$ cat config.mk
export PLATFORM = sky130hd
export DESIGN_NAME = agp_bridge_window_decode
export DESIGN_NICKNAME = d
export VERILOG_FILES = /design/src/shared/agp_bridge_pkg.sv /design/src/verilog/window_match.sv /design/src/verilog/legacy_io_decode.sv /design/src/verilog/agp_bridge_window_decode.sv
export VERILOG_INCLUDE_DIRS = /design/src /design/src/shared
export SDC_FILE = /design/constraint.sdc
export NUM_CORES = 1
export LEC_CHECK = 0
export ABC_AREA = 1
export BUFFER_PORTS_ARGS = -buffer_cell sky130_fd_sc_hd__buf_2
export CORE_MARGIN = 2
export CORE_UTILIZATION = 44
export CTS_CLUSTER_DIAMETER = 60
export CTS_CLUSTER_SIZE = 28
export DETAILED_ROUTE_END_ITERATION = 12
export PLACE_DENSITY = 0.84
export SETUP_SLACK_MARGIN = 0.3
export SLEW_MARGIN = 20
export SYNTH_ARGS = -nofsm -noshare
export SYNTH_HDL_FRONTEND = slang
export SYNTH_SLANG_ARGS = --single-unit
$ cat constraint.sdc
create_clock -name clock_i -period 1.6 [get_ports clock_i]
set_clock_uncertainty 0.1 [all_clocks]
set_input_delay 0.16 -clock clock_i [delete_from_list [all_inputs] [get_ports clock_i]]
set_output_delay 0.16 -clock clock_i [all_outputs]
set_load 0.01 [all_outputs]
$ cat src/shared/agp_bridge_regs.svh
// Configuration offsets, field positions, reset values of the bridge window decode.
// Assumes inclusion by bare name from the window decode module.
`ifndef AGP_BRIDGE_REGS_SVH
`define AGP_BRIDGE_REGS_SVH

// ----------------------------------------------------------------
// Register offsets (byte addresses in configuration space)
// ----------------------------------------------------------------
`define NP_WIN_BASE_OFF 8'h20
`define NP_WIN_LIMIT_OFF 8'h22
`define PF_WIN_BASE_OFF 8'h24
`define PF_WIN_LIMIT_OFF 8'h26
`define BRIDGE_CTL_OFF 8'h3E
`define SEC_ERR_CMD_OFF 8'h40

// ----------------------------------------------------------------
// Field positions
// ----------------------------------------------------------------
`define WIN_FIELD_LSB 4
`define CTL_B2B_BIT 7
`define CTL_SEC_RESET_BIT 6
`define CTL_ABORT_MODE_BIT 5
`define CTL_VGA_BIT 3
`define CTL_ISA_BIT 2
`define CTL_SEC_SERR_BIT 1
`define CTL_PERR_BIT 0
`define ERR_CMD_TA_BIT 0

// ----------------------------------------------------------------
// Reset values and constants
// ----------------------------------------------------------------
`define WIN_FIELD_RST 12'h000
`define CTL_BIT_RST 1'b0
`define ABORT_READ_DATA 32'hFFFFFFFF

`endif

$ cat src/shared/agp_bridge_pkg.sv
// Types shared by the bridge window decode and its helpers.
// Assumes the register header is on the include path.
package agp_bridge_pkg;

  typedef enum logic [1:0] {
    XFER_1X,
    XFER_2X,
    XFER_4X
  } xfer_mode_t;

  typedef struct packed {
    logic valid;
    logic is_io;
    logic [31:0] addr;
  } host_req_t;

  typedef struct packed {
    logic valid;
    logic to_gfx;
    logic prefetch;
  } route_t;

  typedef struct packed {
    logic [11:0] np_base;
    logic [11:0] np_limit;
    logic [11:0] pf_base;
    logic [11:0] pf_limit;
    logic vga_en;
    logic isa_en;
    logic perr_resp;
    logic ta_report;
    logic [31:0] rdata;
    logic rvalid;
    route_t route;
    logic syserr;
    logic cpl_valid;
    logic [31:0] cpl_data;
    logic wdrop;
    logic b2b;
    logic sec_reset;
  } state_t;

endpackage

$ cat src/verilog/window_match.sv
// Inclusive 1 MB window compare on address bits 31 to 20.
// Assumes base and limit fields come straight from configuration registers.
`timescale 1ns/1ps
module window_match #(
  parameter int FIELD_W = 12
) (
  input wire logic [FIELD_W-1:0] base_i,
  input wire logic [FIELD_W-1:0] limit_i,
  input wire logic [FIELD_W-1:0] addr_hi_i,
  output logic hit_o
);

  // Comparing only the upper field means the low twenty bits act as zeros
  // against the base and as ones against the limit, so the window always
  // spans whole megabytes.
  always_comb begin
    hit_o = (addr_hi_i >= base_i) && (addr_hi_i <= limit_i);
  end

endmodule

$ cat src/verilog/legacy_io_decode.sv
// Legacy video and monochrome I/O address classification.
// Assumes a 16-bit host I/O address; only bits 9:0 are examined.
`timescale 1ns/1ps
module legacy_io_decode (
  input wire logic [15:0] io_addr_i,
  output logic vga_io_o,
  output logic printer_alias_o,
  output logic mono_io_o
);

  logic [9:0] a;

  // Bits 15:10 are left out so every 1 KB alias matches.
  always_comb begin
    a = io_addr_i[9:0];
    vga_io_o = ((a >= 10'h3B0) && (a <= 10'h3BB)) || ((a >= 10'h3C0) && (a <= 10'h3DF));
    printer_alias_o = (a >= 10'h3BC) && (a <= 10'h3BF);
    mono_io_o = (a == 10'h3B4) || (a == 10'h3B5) || (a == 10'h3B8) ||
                (a == 10'h3B9) || (a == 10'h3BA) || (a == 10'h3BF);
  end

endmodule

$ cat src/verilog/agp_bridge_window_decode.sv
// Window decode and secondary-side control of the virtual bridge to the graphics port.
// Assumes host requests, graphics port events and configuration cycles come from
// logic on clock_i, so none of them is synchronised here.
// Assumes software keeps monochrome decode off while video enable is clear.
//
// How it works
// - Memory address bits 31:20 within non-prefetchable base..limit go to graphics port.
// - Window base low twenty bits count as zero; windows start on 1 MB.
// - Window limit low twenty bits count as ones; windows end 1 MB top.
// - Window registers keep bits 15:4; bits 3:0 read zero, ignore writes.
// - Memory within prefetchable base..limit also goes to graphics port.
// - Back-to-back enable reads zero; back-to-back only in 2x/4x fast write.
// - Secondary reset bit reads zero and never resets the graphics port.
// - Abort mode reads zero; master-aborted writes dropped, reads return ones.
// - Video enable sends 0A0000h-0BFFFFh memory to graphics port.
// - Video enable sends I/O 3B0-3BB, 3C0-3DF, all aliases, to graphics port.
// - Video forwarding ignores windows and the ISA enable bit.
// - Video enable clear: legacy video goes to hub unless a window claims it.
// - Video set, mono decode clear: 3BF to hub; both set: mono to hub.
// - Video clear: printer alias I/O routed like ordinary I/O.
// - ISA enable keeps upper 768 bytes of each 1 KB off graphics port.
// - ISA enable clear: whole I/O window goes to graphics port.
// - Secondary system-error forwarding bit reads zero.
// - Parity response set: port parity errors raise system error if both enabled.
// - Parity response clear: parity errors silent, other errors still reported.
// - Target-abort enable sends system-error message on own cycle's target abort.
// - I/O window bits 15:12 come from the I/O base and limit registers.
// - Mono adapter present: mono memory and mono I/O go to the hub.
`timescale 1ns/1ps
`include "agp_bridge_regs.svh"
module agp_bridge_window_decode (
  input wire logic clock_i,
  input wire logic rst_n_i,
  // Configuration cycles, one dword per access with byte enables.
  input wire logic cfg_wr_i,
  input wire logic cfg_rd_i,
  input wire logic [7:0] cfg_addr_i,
  input wire logic [3:0] cfg_be_i,
  input wire logic [31:0] cfg_wdata_i,
  output logic [31:0] cfg_rdata_o,
  output logic cfg_rvalid_o,

  // Bits held in neighbouring configuration registers.
  input wire logic [3:0] io_window_low_i,
  input wire logic [3:0] io_window_high_i,
  input wire logic secondary_syserr_enable_i,
  input wire logic primary_syserr_enable_i,
  input wire logic mono_adapter_present_i,

  // Host request to be steered.
  input wire agp_bridge_pkg::host_req_t host_req_i,
  output agp_bridge_pkg::route_t route_o,

  // Graphics port cycle outcomes for cycles this bridge started.
  input wire logic gfx_addr_parity_err_i,
  input wire logic gfx_data_parity_err_i,
  input wire logic gfx_target_abort_i,
  input wire logic gfx_master_abort_i,
  input wire logic gfx_cycle_is_read_i,
  input wire logic fast_write_i,
  input wire agp_bridge_pkg::xfer_mode_t xfer_mode_i,
  output logic syserr_msg_o,
  output logic abort_cpl_valid_o,
  output logic [31:0] abort_cpl_data_o,
  output logic abort_write_drop_o,
  output logic back_to_back_cycles_o,
  output logic gfx_reset_o
);

  // ----------------------------------------------------------------
  // State
  // ----------------------------------------------------------------
  agp_bridge_pkg::state_t st_r;
  agp_bridge_pkg::state_t st_nxt;

  // Classification of the current host request.
  logic np_hit;
  logic pf_hit;
  logic vga_io;
  logic printer_alias;
  logic mono_io;

  // ----------------------------------------------------------------
  // Window and legacy classification
  // ----------------------------------------------------------------
  // Entry 0 is the non-prefetchable window and entry 1 the prefetchable one.
  logic [1:0][11:0] win_base;
  logic [1:0][11:0] win_limit;
  logic [1:0] win_hit;

  assign win_base = {st_r.pf_base, st_r.np_base};
  assign win_limit = {st_r.pf_limit, st_r.np_limit};

  for (genvar w = 0; w < 2; w++) begin : g_window
    window_match #(
      .FIELD_W(12)
    ) u_match (
      .base_i(win_base[w]),
      .limit_i(win_limit[w]),
      .addr_hi_i(host_req_i.addr[31:20]),
      .hit_o(win_hit[w])
    );
  end

  assign np_hit = win_hit[0];
  assign pf_hit = win_hit[1];

  // Only bits 9:0 matter there, so each 1 KB alias lands in the same class.
  legacy_io_decode u_legacy_io (
    .io_addr_i(host_req_i.addr[15:0]),
    .vga_io_o(vga_io),
    .printer_alias_o(printer_alias),
    .mono_io_o(mono_io)
  );

  // ----------------------------------------------------------------
  // Helpers
  // ----------------------------------------------------------------
  // Merges a halfword write into a 12-bit window field held in bits 15:4.
  // Bits 3:0 of the halfword have no storage, so writes to them vanish.
  function automatic logic [11:0] merge_field(
    input logic [11:0] cur,
    input logic [15:0] wd,
    input logic [1:0] be
  );
    logic [11:0] res;
    res = cur;
    if (be[0]) begin
      res[3:0] = wd[7:4];
    end
    if (be[1]) begin
      res[11:4] = wd[15:8];
    end
    return res;
  endfunction

  function automatic logic dword_hit(
    input logic [7:0] a,
    input logic [7:0] off
  );
    // Byte lanes are picked by the enables, so only bits 7:2 pick the dword.
    return a[7:2] == off[7:2];
  endfunction

  // ----------------------------------------------------------------
  // Next state
  // ----------------------------------------------------------------
  logic [15:0] io_addr;
  logic io_in_window;
  logic isa_block;
  logic vga_mem;
  logic mono_mem;
  logic mem_gfx;
  logic io_gfx;
  logic parity_err;
  logic parity_report;
  logic abort_report;

  always_comb begin
    st_nxt = st_r;
    // Every field holds unless a branch below changes it.

    // Configuration writes.
    if (cfg_wr_i) begin
      if (dword_hit(cfg_addr_i, `NP_WIN_BASE_OFF)) begin
        st_nxt.np_base = merge_field(st_r.np_base, cfg_wdata_i[15:0], cfg_be_i[1:0]);
        st_nxt.np_limit = merge_field(st_r.np_limit, cfg_wdata_i[31:16], cfg_be_i[3:2]);
      end
      if (dword_hit(cfg_addr_i, `PF_WIN_BASE_OFF)) begin
        st_nxt.pf_base = merge_field(st_r.pf_base, cfg_wdata_i[15:0], cfg_be_i[1:0]);
        st_nxt.pf_limit = merge_field(st_r.pf_limit, cfg_wdata_i[31:16], cfg_be_i[3:2]);
      end
      // Control sits in lane 2 of its dword. Bits 7, 6, 5 and 1 have no
      // storage, so a write there changes nothing.
      if (dword_hit(cfg_addr_i, `BRIDGE_CTL_OFF) && cfg_be_i[2]) begin
        st_nxt.vga_en = cfg_wdata_i[16 + `CTL_VGA_BIT];
        st_nxt.isa_en = cfg_wdata_i[16 + `CTL_ISA_BIT];
        st_nxt.perr_resp = cfg_wdata_i[16 + `CTL_PERR_BIT];
      end
      if (dword_hit(cfg_addr_i, `SEC_ERR_CMD_OFF) && cfg_be_i[0]) begin
        st_nxt.ta_report = cfg_wdata_i[`ERR_CMD_TA_BIT];
      end
    end

    // Configuration reads answer one cycle later; unmapped dwords read zero.
    // A read beside a write to the same dword returns the contents before the write.
    st_nxt.rvalid = cfg_rd_i;
    st_nxt.rdata = 32'h00000000;
    if (cfg_rd_i) begin
      if (dword_hit(cfg_addr_i, `NP_WIN_BASE_OFF)) begin
        st_nxt.rdata = {st_r.np_limit, 4'h0, st_r.np_base, 4'h0};
      end else if (dword_hit(cfg_addr_i, `PF_WIN_BASE_OFF)) begin
        st_nxt.rdata = {st_r.pf_limit, 4'h0, st_r.pf_base, 4'h0};
      end else if (dword_hit(cfg_addr_i, `BRIDGE_CTL_OFF)) begin
        st_nxt.rdata[16 + `CTL_VGA_BIT] = st_r.vga_en;
        st_nxt.rdata[16 + `CTL_ISA_BIT] = st_r.isa_en;
        st_nxt.rdata[16 + `CTL_PERR_BIT] = st_r.perr_resp;
      end else if (dword_hit(cfg_addr_i, `SEC_ERR_CMD_OFF)) begin
        st_nxt.rdata[`ERR_CMD_TA_BIT] = st_r.ta_report;
      end
    end

    // Unclaimed accesses fall through to the hub.
    st_nxt.route.valid = host_req_i.valid;
    st_nxt.route.to_gfx = host_req_i.valid && (host_req_i.is_io ? io_gfx : mem_gfx);
    st_nxt.route.prefetch = host_req_i.valid && !host_req_i.is_io && pf_hit && !np_hit &&
                            st_nxt.route.to_gfx;

    // System-error message. Parity needs three enables; target abort only its own.
    // Several events in one cycle still give a single message.
    parity_err = gfx_addr_parity_err_i || gfx_data_parity_err_i;
    parity_report = parity_err && st_r.perr_resp &&
                    secondary_syserr_enable_i && primary_syserr_enable_i;
    abort_report = gfx_target_abort_i && st_r.ta_report;
    st_nxt.syserr = parity_report || abort_report;

    // Master abort: reads complete with all ones, write data is thrown away.
    st_nxt.cpl_valid = gfx_master_abort_i && gfx_cycle_is_read_i;
    // Data stays zero outside a completion so a stray sample never looks like ones.
    st_nxt.cpl_data = st_nxt.cpl_valid ? `ABORT_READ_DATA : 32'h00000000;
    st_nxt.wdrop = gfx_master_abort_i && !gfx_cycle_is_read_i;

    // Back-to-back only in fast write at 2x or 4x, never in 1x.
    st_nxt.b2b = fast_write_i && (xfer_mode_i != agp_bridge_pkg::XFER_1X);

    // The port is only reset by system reset, never from configuration.
    st_nxt.sec_reset = 1'b0;
  end

  // ----------------------------------------------------------------
  // Routing decode
  // ----------------------------------------------------------------
  // The decode looks at the window registers as they stood before the request's
  // edge, so a configuration write in the same cycle only steers later requests.
  always_comb begin
    io_addr = host_req_i.addr[15:0];

    // Memory routing.
    vga_mem = (host_req_i.addr >= 32'h000A0000) && (host_req_i.addr <= 32'h000BFFFF);
    mono_mem = (host_req_i.addr >= 32'h000B0000) && (host_req_i.addr <= 32'h000B7FFF);
    mem_gfx = np_hit || pf_hit;
    if (st_r.vga_en && vga_mem) begin
      mem_gfx = 1'b1;
    end
    // The monochrome card lives behind the hub; its range wins over video.
    if (mono_adapter_present_i && mono_mem) begin
      mem_gfx = 1'b0;
    end

    // I/O routing.
    // The I/O window spans whole 4 KB blocks, so bits 11:0 take no part.
    io_in_window = (io_addr[15:12] >= io_window_low_i) &&
                   (io_addr[15:12] <= io_window_high_i);
    isa_block = st_r.isa_en && (io_addr[9:8] != 2'b00);
    io_gfx = io_in_window && !isa_block;
    if (st_r.vga_en) begin
      if (vga_io) begin
        io_gfx = 1'b1;
      end else if (printer_alias) begin
        io_gfx = 1'b0;
      end
    end
    if (mono_adapter_present_i && mono_io) begin
      io_gfx = 1'b0;
    end
  end

  // ----------------------------------------------------------------
  // Registers
  // ----------------------------------------------------------------
  always_ff @(posedge clock_i or negedge rst_n_i) begin
    if (!rst_n_i) begin
      st_r <= '0;
      st_r.np_base <= `WIN_FIELD_RST;
      st_r.np_limit <= `WIN_FIELD_RST;
      st_r.pf_base <= `WIN_FIELD_RST;
      st_r.pf_limit <= `WIN_FIELD_RST;
      st_r.vga_en <= `CTL_BIT_RST;
      st_r.isa_en <= `CTL_BIT_RST;
      st_r.perr_resp <= `CTL_BIT_RST;
      st_r.ta_report <= `CTL_BIT_RST;
    end else begin
      st_r <= st_nxt;
    end
  end

  // ----------------------------------------------------------------
  // Outputs
  // ----------------------------------------------------------------
  // Every output is a bit of st_r, so no decode glitch reaches a pin.
  assign cfg_rdata_o = st_r.rdata;
  assign cfg_rvalid_o = st_r.rvalid;
  assign route_o = st_r.route;
  assign syserr_msg_o = st_r.syserr;
  assign abort_cpl_valid_o = st_r.cpl_valid;
  assign abort_cpl_data_o = st_r.cpl_data;
  assign abort_write_drop_o = st_r.wdrop;
  assign back_to_back_cycles_o = st_r.b2b;
  assign gfx_reset_o = st_r.sec_reset;

endmodule

==> impl_metrics.toml <==
[critical_path]
cp-end-kind = "register"
r2r-start = "st_r[82]$_DFFE_PN0P_"
rrSetupSlack_ps = -110
crit_arrival_ps = 1890
path_class = "reg -> reg"
worstReg2RegEnd = "route_o[0]$_DFF_PN0_"
start_kind = "register"
cp_max_fo = 2
rr_worst_depth = 10
critPathRequiredTime_ps = 1780

[power]
p_int_mw = 4.10
p_leak_nw = 4.19
switching_share = 0.285
p_seq_frac = 0.424
switchingPower_mw = 1.64
irDropWorstVdd_mv = 0.497
powerDensity_nw_per_um2 = 728
p_clk_frac = 0.334
p_comb_frac = 0.242

[global_route]
grt_use_total = 0.213
grt_pass1_vias = 5186
grt_max_degree = 89
grt-ovfl-total = 0
grt_first_pass_wirelength_um = 23800
antenna_found_initial = 0

[clocking]
root_buffer = "clkbuf_16"
cts_tree = "yes"
cts_inserted_buffers = 9
clk_pin_slew_ps = 60
cts.sinks = 88
cts_max_level = 3
clock_path_buffers = 2
clock_latency_ps = 350

[yosys]
synth_top_cell_area_share = 0.380
synth_seq_cells = 88
seq_area_frac_synth = 0.380
synth_cell_types = 31
postSynthCellCount = 720
yosysWarnings = 0
synth_area_per_cell_um2 = 8.04
synth_top_cell_by_area = "dfrtp_1"
ys_top_cells_by_area = "dfrtp_1 (38%), nand2_1 (12%), ha_1 (12%), buf_4 (9.1%), inv_1 (7.9%)"
synthesis.area_um2 = 5790
synth_edf_count = 0
async_flop_share = 1.00
synth_flop_cell = "dfrtp_1"

[floorplan]
ios = 174
dieArea_um2 = 14100
core_um2 = 12700
die_y_um = 119
start_util = 0.455
num_rows = 41
die_w_um = 119

[sta]
setup-violations-final = 2
finalCritPeriodShare = 1.07
fmaxAchievable_ghz = 0.585
hold_ws_ps = -4.13
hold_violations = 2
rsz0062_at_grt = "yes"
worst_slack_ps = -110
maxSlewViolCount = 0
finalCriticalPeriod_ps = 1710

[layout]
n_fill_cell = 1061
seq_area_um2 = 2210
n_antenna_cell = 0
multi_input_area_um2 = 2810
drive_gt1_frac = 0.353
nets = 1073
utilization = 0.619
area_growth_pct = 36.1

[detailed_routing]
drt_iter0_drc = 189
vias_per_cell = 4.78
dr_total_vias = 5212
dr.pass1.iters = 4
final_antenna_net_count = 0
wl_um = 15600
drc = 0
wire_per_inst_um = 14.3

[min_path]
holdPathEnd = "st_r[119]$_DFFE_PN0P_"
whs_path_depth = 3
worstHoldPathType = "in -> reg"
worstHoldStart = "cfg_wdata_i[10]"

[placed_design]
place.detailed.hpwl_um = 10400
port_buffers = 160
post-place-ws_ps = -133
gp_congestion = 0.901

[status]
violations = "negative hold slack, negative setup slack"
status = "finished with violations"

[job]
max_cap_violations = 0
## cells in the mapped netlist, types with 2 or more instances
master,number
or2_2,2
buf_4,70
inv_2,2
nand3_1,20
a21oi_1,44
nor2_1,26
a21o_1,2
nor3_1,3
ha_1,56
o21ai_1,10
nand4_1,7
o21ai_2,22
o21ai_0,27
nand2_2,4
inv_1,122
nor4_1,2
nor2_8,2
nand2_1,187
dfrtp_1,88
buf_6,6
clkbuf_1,2
mux2_2,3
nand3b_1,2
nand2_4,4
## flip-flops by register name (all words and copies together) (netlist names)
signal and count:
back_to_back_cycles_o 1, abort_write_drop_o 1, st_r 52, abort_cpl_data_o 1, cfg_rvalid_o 1, syserr_msg_o 1
route_o 3, cfg_rdata_o 28
## cell usage in the layout (no fill, tap or decap), types with 5 or more instances in the layout
cell type	instances
a21oi_1	33
a21oi_2	11
buf_2	126
buf_4	53
buf_6	39
clkbuf_16	10
conb_1	5
dfrtp_1	87
dlygate4sd3_1	34
ha_1	45
ha_4	11
inv_1	117
inv_2	6
nand2_1	175
nand2_2	15
nand3_1	18
nand4_1	7
nor2_1	22
o21ai_0	26
o21ai_1	11
o21ai_2	22
## metrics by stage
stage | cells | setup TNS (ps) | cell area, µm² | power [mW]
final | 1091 | -210 | 7880 | 5.74
after detailed placement | 1027 | -464 | 6630 | 3.57
after floorplan | 724 | 0 | 5820 | 3.12
after global placement | 1027 | -168 | 6630 | 3.53
after CTS | 1080 | -161 | 7540 | 5.64
after global routing | 1091 | -398 | 7880 | 6.05
## worst max-delay path: stages (launching register included)
cell     delay, ps
dfrtp_1        360
inv_1           70
ha_4           270
nand4_1        180
nor2_4         140
nand4_1        120
nand2_2        100
nand2_1         70
nand3_2         60
nand2_2         60
a21oi_2        120
## cell type report
type                       count  share of cell area
clock buffer                  13              0.0318
clock inverter                 1            0.000635
inverter                     124              0.0594
multi-input combinational    435               0.357
sequential                    88               0.280
tap                          172              0.0273
timing repair buffer         258               0.244
## power groups by stage
stage / combinational (mW) / sequential [mW] / clock [mW]
after floorplan: 0.648 / 2.47 / 0
after global placement: 1.06 / 2.46 / 0
after detailed placement: 1.10 / 2.47 / 0
after CTS: 1.27 / 2.43 / 1.94
after global routing: 1.56 / 2.45 / 2.04
final: 1.39 / 2.43 / 1.91
## worst max path at each step
stage | startpoint | to | slack, ps | cells after the start
after detailed placement | st_r[112]$_DFFE_PN0P_ | route_o[0]$_DFF_PN0_ | -130 | 12
after global routing | st_r[111]$_DFFE_PN0P_ | route_o[0]$_DFF_PN0_ | -210 | 11
after global placement | st_r[112]$_DFFE_PN0P_ | route_o[0]$_DFF_PN0_ | -90 | 12
after CTS | st_r[111]$_DFFE_PN0P_ | route_o[0]$_DFF_PN0_ | -90 | 12
final | st_r[82]$_DFFE_PN0P_ | route_o[0]$_DFF_PN0_ | -110 | 10
after floorplan | st_r[112]$_DFFE_PN0P_ | route_o[0]$_DFF_PN0_ | 40 | 12
## per-layer routing
metal	GRT usage	share of wire	vias to the layer above
li1	-	-	2592
met1	0.244	0.40	2389
met2	0.384	0.50	193
met3	0.0372	0.064	38
met4	0.100	0.032	0
met5	0	0	-
## what timing repair did
item	4_1_cts	5_1_grt
endpoints found under the setup margin	35	65
gates cloned	1	2
setup buffers	3	10
gates resized for setup	48	49
endpoints found under the hold margin	128	0
hold buffers	35	0
pin swaps	7	22
## cells by family after synthesis
group                      Yosys count  share of synthesized area
and+or+nand+nor                    262                      0.198
muxes                                3                    0.00584
buffers and inverters              202                      0.184
adders and majority gates           56                      0.121
DFF                                 88                      0.380
AOI/OAI and AO/OA                  108                      0.110
other                                1                   0.000648
Note: power is estimated with default switching activity, not from simulation.
